## config.mk

```make
export PLATFORM = sky130hd
export DESIGN_NAME = fis_top
export DESIGN_NICKNAME = d
export VERILOG_FILES = /design/src/shared/fis_pkg.sv /design/src/shared/fis_shift_if.sv /design/src/verilog/fis_id_shift.sv /design/src/verilog/fis_top.sv
export VERILOG_INCLUDE_DIRS = /design/src /design/src/shared
export SDC_FILE = /design/constraint.sdc
export NUM_CORES = 1
export LEC_CHECK = 0
export ABC_CLOCK_PERIOD_IN_PS = 2300
export BUFFER_PORTS_ARGS = -buffer_cell sky130_fd_sc_hd__buf_2
export CAP_MARGIN = 20
export CORE_MARGIN = 1.5
export CORE_UTILIZATION = 50
export CTS_BUF_LIST = sky130_fd_sc_hd__clkbuf_4 sky130_fd_sc_hd__clkbuf_8 sky130_fd_sc_hd__clkbuf_16
export DETAILED_ROUTE_END_ITERATION = 16
export PLACE_DENSITY = 0.77
export SYNTH_ARGS = -nofsm -noshare
export SYNTH_HDL_FRONTEND = slang
export SYNTH_SLANG_ARGS = --single-unit
```

## constraint.sdc

```tcl
create_clock -name clock_i -period 2.3 [get_ports clock_i]
set_input_delay 0.115 -clock clock_i [delete_from_list [all_inputs] [get_ports clock_i]]
set_output_delay 0.115 -clock clock_i [all_outputs]
set_load 0.005 [all_outputs]
```

## src/shared/fis_cfg.svh

```systemverilog
// opcodes, status bit positions, id layout and suspend latency counts
`ifndef FIS_CFG_SVH
`define FIS_CFG_SVH

`define FIS_OP_QUAD_ID   8'h94
`define FIS_OP_IDENT     8'h9f
`define FIS_OP_SUSP_A    8'h75
`define FIS_OP_SUSP_B    8'hb0
`define FIS_OP_RES_A     8'h7a
`define FIS_OP_RES_B     8'h30
`define FIS_OP_WRITE_ENABLE_CMD      8'h06
`define FIS_OP_WRITE_DISABLE_CMD      8'h04
`define FIS_OP_PP        8'h02
`define FIS_OP_DPP       8'ha2
`define FIS_OP_QPP       8'h32
`define FIS_OP_READ      8'h03
`define FIS_OP_FREAD     8'h0b
`define FIS_OP_DUAL_OUTPUT_READ_CMD_O   8'h3b
`define FIS_OP_QUAD_OUTPUT_READ_CMD_O   8'h6b
`define FIS_OP_DUAL_OUTPUT_READ_CMD_IO  8'hbb
`define FIS_OP_QUAD_OUTPUT_READ_CMD_IO  8'heb
`define FIS_OP_PARAM     8'h5a
`define FIS_OP_ID_PAIR   8'h90
`define FIS_OP_ID_DUAL   8'h92
`define FIS_OP_SEC_READ  8'h48
`define FIS_OP_WRAP_SET  8'h77
`define FIS_OP_STAT_LO   8'h05
`define FIS_OP_STAT_HI   8'h35
`define FIS_OP_STAT_IRQ  8'h25
`define FIS_OP_RST_ARM   8'h66
`define FIS_OP_RST       8'h99
`define FIS_OP_NOP       8'h00

`define FIS_OPC_LAST     4'd7
`define FIS_QADDR_HI     4'd4
`define FIS_QADDR_LO     4'd5
`define FIS_QPRE_LAST    4'd11
`define FIS_ADDR_DEV_1ST 8'h01

`define FIS_SR_SUS_PGM   15
`define FIS_SR_SUS_ERS   10
`define FIS_SR_WEL       1
`define FIS_SR_WIP       0

`define FIS_CLK_NS       5
`define FIS_TPSL_NS      20000
`define FIS_TESL_NS      20000
`define FIS_TPSL_CYC     ((`FIS_TPSL_NS + `FIS_CLK_NS - 1) / `FIS_CLK_NS)
`define FIS_TESL_CYC     ((`FIS_TESL_NS + `FIS_CLK_NS - 1) / `FIS_CLK_NS)

`endif

```

## src/shared/fis_pkg.sv

```systemverilog
// types shared by the id read and suspend control block
package fis_pkg;
    typedef enum logic [2:0] {
        OK_PAGE_PROG,
        OK_PAGE_ERASE,
        OK_SECTOR_ERASE,
        OK_HALF_ERASE,
        OK_BLOCK_ERASE,
        OK_OTHER
    } fis_op_kind_e;

    typedef enum logic [1:0] {PH_OPC, PH_QPRE, PH_OUT, PH_IGN} fis_phase_e;
    typedef enum logic [1:0] {SS_IDLE, SS_LAT, SS_HELD} fis_susp_e;

    typedef struct packed {
        logic [23:0] sh;
        logic [3:0]  dout;
        logic        quad;
    } fis_shift_s;

    typedef struct packed {
        logic         sck_s1;
        logic         sck_s2;
        logic         sck_d;
        logic         cs_s1;
        logic         cs_s2;
        logic [3:0]   io_s1;
        logic [3:0]   io_s2;
        fis_phase_e   phase;
        logic [3:0]   cnt;
        logic [7:0]   opc;
        logic [7:0]   qaddr;
        logic         id_quad;
        logic [3:0]   oe;
        fis_susp_e    st;
        logic [12:0]  lat;
        fis_op_kind_e skind;
        logic [23:0]  saddr;
        logic         sus_pgm;
        logic         sus_ers;
        logic         write_enable_latch;
        logic         write_in_progress;
        logic         nested;
        logic         sus_pulse;
        logic         res_pulse;
        logic         cmd_v;
        logic [7:0]   cmd;
        logic         rd_blk;
        logic         pg_ok;
    } fis_top_s;
endpackage

```

## src/shared/fis_shift_if.sv

```systemverilog
// link between the command logic and the id shifter
interface fis_shift_if;
    logic        load;
    logic        quad;
    logic        step;
    logic [23:0] pattern;
    logic [3:0]  dout;

    modport ctrl    (output load, output quad, output step, output pattern, input dout);
    modport shifter (input load, input quad, input step, input pattern, output dout);
endinterface

```

## src/verilog/fis_id_shift.sv

```systemverilog
// id shifter: rotates a loaded pattern out one bit or one nibble per step
module fis_id_shift (
    input  wire logic clock_i,
    input  wire logic rst_n_i,
    fis_shift_if.shifter sh
);
    import fis_pkg::*;

    fis_shift_s r;
    fis_shift_s n;

    always_comb begin
        n = r;
        if (sh.load) begin
            n.sh = sh.pattern;
            n.quad = sh.quad;
        end else if (sh.step) begin
            if (r.quad) begin
                // two bytes alternate forever, so only the top 16 bits rotate
                n.dout = r.sh[23:20];
                n.sh = {r.sh[19:8], r.sh[23:20], r.sh[7:0]};
            end else begin
                n.dout = {2'b00, r.sh[23], 1'b0};
                n.sh = {r.sh[22:0], r.sh[23]};
            end
        end
    end

    always_ff @(posedge clock_i or negedge rst_n_i) begin
        if (!rst_n_i) begin
            r <= '0;
        end else begin
            r <= n;
        end
    end

    assign sh.dout = r.dout;
endmodule

```

## src/verilog/fis_top.sv

```systemverilog
// serial flash id read commands and program/erase suspend control
// Contract
// - quad id pair read is taken only while the quad io enable bit is one
// - quad id read: opcode, then twelve quad nibbles of dummy, address, mode, dummy
// - id bytes leave msb first on falling edges; address 01h puts device first
// - quad id codes alternate for as long as chip select stays low
// - three byte ident read sends manufacturer, memory type, capacity on io1
// - three byte ident read is not decoded while a program or erase runs
// - raising chip select ends any id output and returns to standby
// - suspend opcodes stop a running page program or page, sector, block erase
// - while suspended, reads inside the suspended page or region are blocked
// - after the suspend latency the write enable latch clears and a flag sets
// - status bit 15 marks program suspend, bit 10 marks erase suspend
// - after the latency array reads, id reads, wrap set and resume are taken
// - write enable and page programs are taken in erase suspend only
// - disable, status reads, irq, reset and nop are taken at once after suspend
// - erase suspend programs only unprotected space outside the suspended region
// - a program inside an erase suspend cannot be suspended or resumed over
// - that program shows latch and busy as one, both clear when done
// - resume sets latch and busy, clears the flag and restarts the operation
`include "fis_cfg.svh"

module fis_top #(
    parameter logic [7:0] MFR_CODE = 8'h5a, // arbitrary value
    parameter logic [7:0] DEV_CODE = 8'h16, // arbitrary value
    parameter logic [7:0] MEM_TYPE = 8'h40, // arbitrary value
    parameter logic [7:0] CAP_CODE = 8'h17  // arbitrary value
) (
    input  wire logic                  clock_i,
    input  wire logic                  rst_n_i,
    input  wire logic                  spi_sck_i,
    input  wire logic                  spi_cs_n_i,
    input  wire logic [3:0]            spi_io_i,
    output logic      [3:0]            spi_io_o,
    output logic      [3:0]            spi_io_oe_o,
    input  wire logic                  quad_io_enable_bit_i,
    input  wire logic                  op_running_i,
    input  wire fis_pkg::fis_op_kind_e op_kind_i,
    input  wire logic [23:0]           op_addr_i,
    input  wire logic                  op_done_i,
    input  wire logic [23:0]           array_read_addr_i,
    input  wire logic [23:0]           program_addr_i,
    input  wire logic                  program_protected_i,
    output logic                       op_suspend_o,
    output logic                       op_resume_o,
    output logic                       cmd_valid_o,
    output logic      [7:0]            cmd_code_o,
    output logic                       write_enable_latch_o,
    output logic                       write_in_progress_o,
    output logic                       program_suspended_flag_o,
    output logic                       erase_suspended_flag_o,
    output logic      [15:0]           status_word_o,
    output logic                       read_blocked_o,
    output logic                       program_permit_o
);
    import fis_pkg::*;

    fis_top_s    r;
    fis_top_s    n;
    logic [7:0]  opc8;
    logic        rise;
    logic        fall;
    logic [7:0]  first_id;
    logic [7:0]  second_id;

    fis_shift_if sh_if ();

    fis_id_shift i_fis_id_shift (
        .clock_i (clock_i),
        .rst_n_i (rst_n_i),
        .sh      (sh_if.shifter)
    );

    // page, 4KB sector, 32KB half block and 64KB block compare on their upper bits
    function automatic logic region_hit(input fis_op_kind_e k,
                                        input logic [23:0]  a,
                                        input logic [23:0]  b);
        logic hit;
        hit = 1'b0;
        unique case (k)
            OK_PAGE_PROG,
            OK_PAGE_ERASE:   hit = (a[23:8] == b[23:8]);
            OK_SECTOR_ERASE: hit = (a[23:12] == b[23:12]);
            OK_HALF_ERASE:   hit = (a[23:15] == b[23:15]);
            OK_BLOCK_ERASE:  hit = (a[23:16] == b[23:16]);
            default:         hit = 1'b0;
        endcase
        return hit;
    endfunction

    function automatic logic [12:0] lat_last(input fis_op_kind_e k);
        if (k == OK_PAGE_PROG) begin
            return 13'(`FIS_TPSL_CYC - 1);
        end
        return 13'(`FIS_TESL_CYC - 1);
    endfunction

    function automatic logic cmd_allowed(input logic [7:0] op,
                                         input fis_susp_e  st,
                                         input logic       ers);
        logic no_wait;
        logic after_lat;
        logic wr;
        no_wait = op inside {`FIS_OP_WRITE_DISABLE_CMD, `FIS_OP_STAT_LO, `FIS_OP_STAT_HI,
                             `FIS_OP_STAT_IRQ, `FIS_OP_RST_ARM, `FIS_OP_RST, `FIS_OP_NOP};
        after_lat = op inside {`FIS_OP_READ, `FIS_OP_FREAD, `FIS_OP_DUAL_OUTPUT_READ_CMD_O,
                               `FIS_OP_QUAD_OUTPUT_READ_CMD_O, `FIS_OP_DUAL_OUTPUT_READ_CMD_IO, `FIS_OP_QUAD_OUTPUT_READ_CMD_IO,
                               `FIS_OP_PARAM, `FIS_OP_IDENT, `FIS_OP_ID_PAIR,
                               `FIS_OP_ID_DUAL, `FIS_OP_QUAD_ID, `FIS_OP_SEC_READ,
                               `FIS_OP_WRAP_SET, `FIS_OP_RES_A, `FIS_OP_RES_B};
        wr = op inside {`FIS_OP_WRITE_ENABLE_CMD, `FIS_OP_PP, `FIS_OP_DPP, `FIS_OP_QPP};
        return (st == SS_IDLE) | no_wait |
               ((st == SS_HELD) & (after_lat | (wr & ers)));
    endfunction

    assign opc8      = {r.opc[6:0], r.io_s2[0]};
    assign rise      = r.sck_s2 & ~r.sck_d;
    assign fall      = ~r.sck_s2 & r.sck_d;
    assign first_id  = (r.qaddr == `FIS_ADDR_DEV_1ST) ? DEV_CODE : MFR_CODE;
    assign second_id = (r.qaddr == `FIS_ADDR_DEV_1ST) ? MFR_CODE : DEV_CODE;

    always_comb begin
        n = r;
        n.sck_s1 = spi_sck_i;
        n.sck_s2 = r.sck_s1;
        n.sck_d = r.sck_s2;
        n.cs_s1 = spi_cs_n_i;
        n.cs_s2 = r.cs_s1;
        n.io_s1 = spi_io_i;
        n.io_s2 = r.io_s1;
        n.sus_pulse = 1'b0;
        n.res_pulse = 1'b0;
        n.cmd_v = 1'b0;
        sh_if.load = 1'b0;
        sh_if.quad = 1'b0;
        sh_if.step = 1'b0;
        sh_if.pattern = '0;

        // busy follows the array engine; a finished program drops the latch
        n.write_in_progress = op_running_i;
        if (op_done_i) begin
            n.write_enable_latch = 1'b0;
        end
        if (r.st == SS_HELD && r.sus_ers && op_running_i) begin
            n.nested = 1'b1;
        end else if (!op_running_i) begin
            n.nested = 1'b0;
        end

        if (r.st == SS_LAT) begin
            n.lat = 13'(r.lat + 13'd1);
            if (r.lat == lat_last(r.skind)) begin
                n.st = SS_HELD;
                n.write_enable_latch = 1'b0;
                n.sus_pgm = (r.skind == OK_PAGE_PROG);
                n.sus_ers = (r.skind != OK_PAGE_PROG);
            end
        end

        if (r.cs_s2) begin
            // deselect ends whatever was in flight, output included
            n.phase = PH_OPC;
            n.cnt = 4'd0;
            n.oe = 4'h0;
        end else begin
            unique case (r.phase)
                PH_OPC: begin
                    if (rise) begin
                        n.opc = opc8;
                        n.cnt = 4'(r.cnt + 4'd1);
                        if (r.cnt == `FIS_OPC_LAST) begin
                            n.cnt = 4'd0;
                            n.phase = PH_IGN;
                            if (cmd_allowed(opc8, r.st, r.sus_ers)) begin
                                n.cmd_v = 1'b1;
                                n.cmd = opc8;
                                if (opc8 == `FIS_OP_IDENT) begin
                                    if (!op_running_i) begin
                                        sh_if.load = 1'b1;
                                        sh_if.pattern = {MFR_CODE, MEM_TYPE, CAP_CODE};
                                        n.id_quad = 1'b0;
                                        n.phase = PH_OUT;
                                    end else begin
                                        n.cmd_v = 1'b0;
                                    end
                                end else if (opc8 == `FIS_OP_QUAD_ID) begin
                                    if (quad_io_enable_bit_i) begin
                                        n.phase = PH_QPRE;
                                    end else begin
                                        n.cmd_v = 1'b0;
                                    end
                                end else if (opc8 == `FIS_OP_SUSP_A || opc8 == `FIS_OP_SUSP_B) begin
                                    if (r.st == SS_IDLE && op_running_i && !r.nested &&
                                        op_kind_i != OK_OTHER) begin
                                        n.st = SS_LAT;
                                        n.lat = 13'd0;
                                        n.skind = op_kind_i;
                                        n.saddr = op_addr_i;
                                        n.sus_pulse = 1'b1;
                                    end else begin
                                        n.cmd_v = 1'b0;
                                    end
                                end else if (opc8 == `FIS_OP_RES_A || opc8 == `FIS_OP_RES_B) begin
                                    if (r.st == SS_HELD && !op_running_i) begin
                                        n.st = SS_IDLE;
                                        n.write_enable_latch = 1'b1;
                                        n.write_in_progress = 1'b1;
                                        n.sus_pgm = 1'b0;
                                        n.sus_ers = 1'b0;
                                        n.res_pulse = 1'b1;
                                    end else begin
                                        n.cmd_v = 1'b0;
                                    end
                                end else if (opc8 == `FIS_OP_WRITE_ENABLE_CMD) begin
                                    n.write_enable_latch = 1'b1; // set wins over a same cycle done
                                end else if (opc8 == `FIS_OP_WRITE_DISABLE_CMD) begin
                                    n.write_enable_latch = 1'b0;
                                end
                            end
                        end
                    end
                end
                PH_QPRE: begin
                    if (rise) begin
                        n.cnt = 4'(r.cnt + 4'd1);
                        if (r.cnt == `FIS_QADDR_HI) begin
                            n.qaddr[7:4] = r.io_s2;
                        end
                        if (r.cnt == `FIS_QADDR_LO) begin
                            n.qaddr[3:0] = r.io_s2;
                        end
                        if (r.cnt == `FIS_QPRE_LAST) begin
                            sh_if.load = 1'b1;
                            sh_if.quad = 1'b1;
                            sh_if.pattern = {first_id, second_id, 8'h00};
                            n.id_quad = 1'b1;
                            n.phase = PH_OUT;
                        end
                    end
                end
                PH_OUT: begin
                    if (fall) begin
                        sh_if.step = 1'b1;
                        n.oe = r.id_quad ? 4'hf : 4'h2;
                    end
                end
                PH_IGN: begin
                end
            endcase
        end

        n.rd_blk = (r.sus_pgm | r.sus_ers) &&
                   region_hit(r.skind, r.saddr, array_read_addr_i);
        n.pg_ok = !r.sus_ers ||
                  (!program_protected_i && !region_hit(r.skind, r.saddr, program_addr_i));
    end

    always_ff @(posedge clock_i or negedge rst_n_i) begin
        if (!rst_n_i) begin
            r <= '0;
            // idle chip select is high, so the synchroniser starts deselected
            r.cs_s1 <= 1'b1;
            r.cs_s2 <= 1'b1;
        end else begin
            r <= n;
        end
    end

    always_comb begin
        status_word_o = 16'h0000;
        status_word_o[`FIS_SR_SUS_PGM] = r.sus_pgm;
        status_word_o[`FIS_SR_SUS_ERS] = r.sus_ers;
        status_word_o[`FIS_SR_WEL] = r.write_enable_latch;
        status_word_o[`FIS_SR_WIP] = r.write_in_progress;
    end

    assign spi_io_o                 = sh_if.dout;
    assign spi_io_oe_o              = r.oe;
    assign op_suspend_o             = r.sus_pulse;
    assign op_resume_o              = r.res_pulse;
    assign cmd_valid_o              = r.cmd_v;
    assign cmd_code_o               = r.cmd;
    assign write_enable_latch_o     = r.write_enable_latch;
    assign write_in_progress_o      = r.write_in_progress;
    assign program_suspended_flag_o = r.sus_pgm;
    assign erase_suspended_flag_o   = r.sus_ers;
    assign read_blocked_o           = r.rd_blk;
    assign program_permit_o         = r.pg_ok;
endmodule

```

==> summary.txt, run 1 <==
Place
  • Post-DP HPWL: 9424 um
  • Port Buf Inserts: 91
  • Final Wtd Congestion: 0.8887

Pwr
  • Clock share of power: 44.9%
  • Overall power: 6.031 mW
  • Maximum VDD drop: 0.5357 mV
  • Pleak: 3.862 nW
  • Pwr dens: 741.6 nW/um2
  • Comb power frac: 17.1%
  • Switching pwr: 1.546 mW
  • Part of the power in registers: 38.0%
  • Internal Power: 4.486 mW
  • Switch share: 25.62%

Synthesis
  • Seq/Total Area, Yosys: 49.28%
  • Mapped Avg Cell Area: 10.82 um2
  • Post-synth EDFFs: 0
  • Synth warnings: 0
  • Synth Flop Type: dfrtp_1
  • Cell taking the most area after synthesis: dfrtp_1
  • FF+latch count, synth: 118
  • Commonest cells in the synthesized netlist: 116 x dfrtp_1, 53 x nand2_1, 36 x buf_4
  • Synth cell types: 68
  • Synth async-reset ratio: 100.0%
  • Synth area leaders: dfrtp_1 48%, mux2_2 5.3%, buf_4 4.5%
  • Area share of the largest cell type after synthesis: 48.40%
  • Mapped Area: 5997 um2
  • Top-count cell post-synth: dfrtp_1
  • Mapped Cells: 554

Timing
  • Max Transition Viols Final: 0
  • Final setup violation count: 47
  • Max-slew headroom: 65.72%
  • Worst-Margin Slew: 509.5 ps
  • RSZ-0062 raised after global routing: yes
  • Max Freq: 401.4 MHz
  • Final Hold Fails: 0
  • Period utilisation layout: 108.3%
  • Clock skew: 5.866 ps
  • Final critical-path required period: 2491 ps
  • Min setup slack post-route: -191.2 ps

Critical path
  • Worst Path Class, Setup: reg2reg
  • Setup crit end kind: register
  • Worst EP required: 2610 ps
  • Slowest cell on crit path: dfrtp_2
  • CP startpoint kind: register
  • WP data arrival: 2800 ps
  • R2r endpoint: r[30]
  • Crit path top cell by count: buf_6
  • Biggest cell delay along the critical path: 460 ps
  • Reg-to-reg setup timing slack: -190 ps
  • Worst r2r src: opc8[4]
  • Crit path max fanout: 7
  • Reg2Reg Depth: 9
  • Critical path, cell by cell: buf_6, nor4_4, a31oi_1, nand2_1, nor3_2, a2111oi_4, buf_6, clkbuf_16, mux2_4

Floorplan
  • Die Ht: 112.5 um
  • Rows: 39
  • Die ar.: 12660 um2
  • Ports: 128
  • Core Footprint: 11560 um2
  • Initial cell density of the core: 51.86%
  • Die X: 112.5 um

Drt
  • Number of remaining DRC errors: 2
  • Initial DRC Count: 373
  • Routed Antenna Nets: 0
  • DR vias: 5002
  • DRT Pass-1 Iters: 10
  • Wirelength, routed: 15580 um
  • WL per Instance: 17.78 um
  • Vias per std cell: 5.710

CTS
  • Clock Sinks: 118
  • Clk root buf: clkbuf_16
  • Clock latency on the worst-skew pair: 420 ps
  • Htree depth: 4
  • Clock Tree Buf Depth: 2
  • CTS tree: done
  • Worst-path clk slew: 60 ps
  • CTS Buf Count: 17

Cells and area
  • Area grow syn2layout: 35.61%
  • Fillers: 766
  • # diodes: 0
  • Final core occ: 70.32%
  • Nets: 812
  • Layout cells sized above 1: 38.74%

Global route
  • Initial antenna violation count: 0
  • Vias in the first global route: 4985
  • First-pass GRT wire length: 23760 um
  • Overall Global Routing Usage: 23.95%
  • Pin count of the biggest net entering global routing: 61
  • Overflow after GRT: 0

Worst hold path
  • Hold Path End: program_permit_o
  • Hold path depth: 5
  • Hold Crit Class: in2reg
  • HP Start: program_addr_i[16]

Job
  • Max-Cap Viols: 0

Status
  • Status: finished, violations left
  • Failing checks: design-rule violations, negative setup slack
metrics by stage:
step,instance area (um2),setup WS [ps],hold slack (ps),instances,setup TNS [ps]
global route,8133,-296.1,155.0,876,-10870
CTS,7716,-88.42,123.3,857,-1464
global placement,6779,-90.71,76.90,797,-1967
finish,8133,-191.2,127.1,876,-5513
detailed placement,6779,-154.6,82.13,797,-4028
floorplan,6087,-51.77,-180.6,565,-721.7
worst max path at each step:
stage                       start  cells after the start  slack [ps]            end
after floorplan           opc8[6]                      8         -50          r[28]
after global placement    opc8[5]                      6         -90  cmd_code_o[6]
after detailed placement  opc8[1]                      7        -150  cmd_code_o[4]
after CTS                 opc8[7]                      6         -90          r[26]
after global routing      opc8[4]                      9        -300          r[42]
final                     opc8[4]                      9        -190          r[30]
worst max-delay path, delay by kind of cell (launching register included):
kind	cells	cell delay (ps)
flip-flops	1	460
AND/OR/NAND/NOR	3	610
AO/OA/AOI/OAI	2	520
buffers and inverters	3	500
multiplexers	1	300
area by class of cell:
| class | instances | area, um2 | area share (%) |
|---|---|---|---|
| clock inverter | 9 | 126.4 | 1.554 |
| tap | 143 | 178.9 | 2.200 |
| inverter | 10 | 37.54 | 0.4615 |
| timing repair buffer | 194 | 1436 | 17.66 |
| clock buffer | 22 | 475.5 | 5.846 |
| multi-input combinational | 380 | 2914 | 35.83 |
| sequential | 118 | 2964 | 36.45 |
routing by layer:
metal | vias to the layer above | GRT usage (%) | wire (um)
li1 | 2249 | - | -
met1 | 2485 | 29.06 | 6243
met2 | 211 | 40.25 | 7953
met3 | 57 | 5.562 | 837
met4 | 0 | 12.07 | 544
met5 | - | 0 | 0
state kept, by name (all words and copies together) (netlist names):
name and cells:
erase_suspended_flag_o 1, op_suspend_o 1, n 7, program_permit_o 1
r 55, read_blocked_o 1, opc8 8, i_fis_id_shift.sh.dout 4
spi_io_oe_o 2, write_in_progress_o 1, program_suspended_flag_o 1, op_resume_o 1
i_fis_id_shift.r 25, cmd_valid_o 1, cmd_code_o 8, write_enable_latch_o 1
layout by cell type (no fill, tap or decap), types with 4 or more instances in the layout:
cell,n
dfrtp_1,109
mux2_2,17
inv_1,10
o2bb2ai_1,6
o21ai_0,20
buf_4,60
clkbuf_16,20
nor4_1,8
buf_12,4
buf_2,90
conb_1,12
a21oi_1,17
mux2_4,26
nor2_1,33
clkinv_2,4
buf_6,8
xor2_1,29
nor2b_1,9
dfrtp_2,7
nand3b_1,4
nor3_1,6
nand2b_1,7
dlygate4sd3_1,29
a21oi_2,4
nand3_1,14
mux2i_1,11
xnor2_1,17
nand2_1,53
nor4b_1,4
nand4_1,7
what timing repair did:
item | 4_1_cts | 5_1_grt
resized for setup | 13 | 53
setup buffers | 0 | 15
endpoints found under the hold margin | 58 | 0
hold buffers | 29 | 0
pin swaps | 0 | 12
endpoints found under the setup margin | 38 | 61
gates cloned | 0 | 4
power groups by stage:
stage / Clock [mW] / Sequential, mW / Combinational (mW)
5_1_grt: 2.83 / 2.30 / 1.11
4_1_cts: 2.72 / 2.28 / 0.913
2_1_floorplan: 0 / 2.24 / 0.565
3_5_place_dp: 0 / 2.30 / 0.842
3_3_place_gp: 0 / 2.30 / 0.822
6_report: 2.71 / 2.29 / 1.03
cell families (layout without fill, tap and decap cells):
family / count (synthesis) / in the layout / synth area share (%)
and+or+nand+nor: 178 / 178 / 15.88
AOI/OAI and AO/OA: 86 / 86 / 10.47
adders and majority gates: 4 / 4 / 0.8346
other: 1 / 12 / 0.06253
xor gates and xnor gates: 46 / 46 / 6.718
muxes: 54 / 54 / 9.910
buffers and inverters: 67 / 235 / 6.843
DFF: 118 / 118 / 49.28
No activity file was read; power rests on OpenSTA's default activity.
==> inputs of run 2 (changes only) <==
--- a/config.mk
+++ b/config.mk
@@ -6,7 +6,7 @@
 export SDC_FILE = /design/constraint.sdc
 export NUM_CORES = 1
 export LEC_CHECK = 0
-export ABC_CLOCK_PERIOD_IN_PS = 2300
+export ABC_CLOCK_PERIOD_IN_PS = 2100
 export BUFFER_PORTS_ARGS = -buffer_cell sky130_fd_sc_hd__buf_2
 export CAP_MARGIN = 20
 export CORE_MARGIN = 1.5
@@ -14,6 +14,7 @@
 export CTS_BUF_LIST = sky130_fd_sc_hd__clkbuf_4 sky130_fd_sc_hd__clkbuf_8 sky130_fd_sc_hd__clkbuf_16
 export DETAILED_ROUTE_END_ITERATION = 16
 export PLACE_DENSITY = 0.77
+export SKIP_CTS_REPAIR_TIMING = 1
 export SYNTH_ARGS = -nofsm -noshare
 export SYNTH_HDL_FRONTEND = slang
 export SYNTH_SLANG_ARGS = --single-unit
==> constraint.sdc (replaced) <==
create_clock -name clock_i -period 2.1 [get_ports clock_i]
set_input_delay 0.105 -clock clock_i [delete_from_list [all_inputs] [get_ports clock_i]]
set_output_delay 0.105 -clock clock_i [all_outputs]
set_load 0.005 [all_outputs]
==> run 2 against run 1 <==
The flow finishes with violations (negative hold slack, negative setup slack). Power up 14%. Critical path depth down 1. Cell area up 1.7%. Die area unchanged. Critical endpoint is now i_fis_id_shift.r[23]. Largest cell class unchanged. Largest power group unchanged. Highest routed layer unchanged.
==> summary.txt, run 2 (synthesis gave the netlist of run 1 again) <==
Critical path
  • CP startpoint kind: register (unchanged)
  • Worst Path Class, Setup: reg2reg (unchanged)
  • Slowest cell on crit path: or4b_1 (was dfrtp_2)
  • WP data arrival: 2820 ps (was 2800 ps)
  • Setup crit end kind: register (unchanged)
  • Family with the most delay on the worst path: simple AND/OR/NAND/NOR gates (unchanged)
  • Crit path top cell by count: buf_4 (was buf_6)
  • Biggest cell delay along the critical path: 620 ps (was 460 ps)
  • Critical path, cell by cell: buf_4, buf_4, nand3_1, or4b_1, nor2_1, o31ai_4, and2_2, a221o_1 (was buf_6, nor4_4, a31oi_1, nand2_1, nor3_2, a2111oi_4, buf_6, clkbuf_16, mux2_4)
  • Crit path max fanout: 6 (was 7)
  • Worst EP required: 2390 ps (was 2610 ps)
  • WP buf/inv: 2 (was 3)

Global route
  • Overflow after GRT: 0 (unchanged)
  • First-pass GRT wire length: 22650 um (was 23760 um)
  • Pin count of the biggest net entering global routing: 46 (was 61)
  • Vias in the first global route: 4835 (was 4985)
  • Overall Global Routing Usage: 22.62% (was 23.95%)
  • Initial antenna violation count: 0 (unchanged)

Timing
  • Max Transition Viols Final: 0 (unchanged)
  • Final Hold Fails: 1 (was 0)
  • RSZ-0062 raised after global routing: yes (unchanged)
  • Final setup violation count: 77 (was 47)
  • Clock skew: 7.482 ps (was 5.866 ps)
  • Period utilisation layout: 120.5% (was 108.3%)
  • Max-slew headroom: 60.26% (was 65.72%)
  • Worst-Margin Slew: 596.0 ps (was 509.5 ps)
  • Max Freq: 395.3 MHz (was 401.4 MHz)
  • Min setup slack post-route: -429.7 ps (was -191.2 ps)
  • Final critical-path required period: 2530 ps (was 2491 ps)
  • Worst hold margin: -10.18 ps (was 127.1 ps)

Drt
  • Vias per std cell: 5.596 (was 5.710)
  • Wirelength, routed: 15730 um (was 15580 um)
  • DR vias: 5020 (was 5002)
  • Number of remaining DRC errors: 0 (was 2)
  • WL per Instance: 17.54 um (was 17.78 um)
  • Initial DRC Count: 328 (was 373)
  • DRT Pass-1 Iters: 7 (was 10)
  • Routed Antenna Nets: 0 (unchanged)

Place
  • Final Wtd Congestion: 0.9121 (was 0.8887)
  • Post-DP HPWL: 9709 um (was 9424 um)
  • Port Buf Inserts: 91 (unchanged)
  • Area after DPL: 6980 um2 (was 6779 um2)

Cells and area
  • Largest regs: r x55, i_fis_id_shift.r x25 (unchanged)
  • Area occupied by multi-input gates: 2904 um2 (was 2914 um2)
  • Sequential Area: 2960 um2 (was 2964 um2)
  • Max reg flops: 55 (unchanged)
  • Finished Cell Area: 8273 um2 (was 8133 um2)
  • Area grow syn2layout: 37.95% (was 35.61%)
  • Fillers: 772 (was 766)
  • # diodes: 0 (unchanged)
  • Commonest non-fill, non-tap cell in the layout: dfrtp_1 (unchanged)
  • Layout cells sized above 1: 40.19% (was 38.74%)
  • Top reg by flops: r (unchanged)
  • Nets: 832 (was 812)
  • Most frequent cells in the layout: 112 x dfrtp_1, 90 x buf_2, 84 x buf_4, 51 x nand2_1, 33 x nor2_1 (was 109 x dfrtp_1, 90 x buf_2, 60 x buf_4, 53 x nand2_1, 33 x nor2_1)

Floorplan
  • Rows: 39 (unchanged)
  • Ports: 128 (unchanged)
  • Die Ht: 112.5 um (unchanged)
  • Core Footprint: 11560 um2 (unchanged)
  • Initial cell density of the core: 51.86% (unchanged)
  • Die X: 112.5 um (unchanged)
  • Die ar.: 12660 um2 (unchanged)

Pwr
  • Pwr dens: 831.2 nW/um2 (was 741.6 nW/um2)
  • Pleak: 3.964 nW (was 3.862 nW)
  • Maximum VDD drop: 0.8463 mV (was 0.5357 mV)

Job
  • Max-Cap Viols: 0 (unchanged)

CTS
  • Clock Tree Buf Depth: 2 (unchanged)
  • Clock Sinks: 118 (unchanged)
  • CTS tree: done (unchanged)
  • CTS Buf Count: 17 (unchanged)
  • Clk root buf: clkbuf_16 (unchanged)
  • Clock latency on the worst-skew pair: 410 ps (was 420 ps)
  • Htree depth: 4 (unchanged)
  • Worst-path clk slew: 50 ps (was 60 ps)

Status
  • Failing checks: negative hold slack, negative setup slack (was design-rule violations, negative setup slack)
  • Status: finished, violations left (unchanged)

Worst hold path
  • Hold Crit Class: in2reg (unchanged)
run 2: tightest hold or removal path, stage by stage:
cell	delay [ps]
buf_2	80
nand3b_1	100
o2bb2ai_1	70
run 2: where the power goes:
group	switching, mW	total [mW]	internal (mW)	leakage [nW]
registers	0.116	2.48	2.36	1.39
clock network	1.00	3.15	2.15	0.324
logic	0.605	1.25	0.644	2.25
run 2: path summary, 6_finish.rpt:
kind	start	end	slack (ps)	depth (start not counted)
min in group asynchronous	rst_n_i	i_fis_id_shift.sh.dout[1]	240	2
hold reg to reg	n[90]	r[90]	340	0
hold / removal	op_done_i	write_enable_latch_o	-10	3
setup / recovery	opc8[1]	i_fis_id_shift.r[23]	-430	8
setup reg to reg	opc8[1]	i_fis_id_shift.r[23]	-430	8
max in group asynchronous	rst_n_i	r[54]	1120	3
run 2: stage by stage:
step	cells	total power [mW]	worst slack [ps]	utilization (%)	setup TNS, ps
3_3_place_gp	823	3.451	-278.6	60.36	-10630
4_1_cts	855	6.634	-386.7	65.95	-18370
5_1_grt	897	7.097	-516.0	71.54	-30190
2_1_floorplan	565	3.070	-251.8	-	-5794
3_5_place_dp	823	3.486	-371.6	60.36	-16340
6_report	897	6.876	-429.7	71.54	-23660
run 2: cell type report:
class                           count  share of cell area, %
Clock buffer                       24                  6.080
Clock inverter                      8                  1.739
Sequential cell                   118                  35.78
Timing Repair Buffer              214                  18.68
Tap cell                          143                  2.163
Inverter                           10                 0.4537
Multi-Input combinational cell    380                  35.10
run 2: per-layer routing:
metal	vias to the layer above	GRT usage, %	part of all wire, %
li1	2295	-	-
met1	2501	27.13	41
met2	183	39.06	52
met3	41	5.778	4.2
met4	0	9.198	2.7
met5	-	0	0
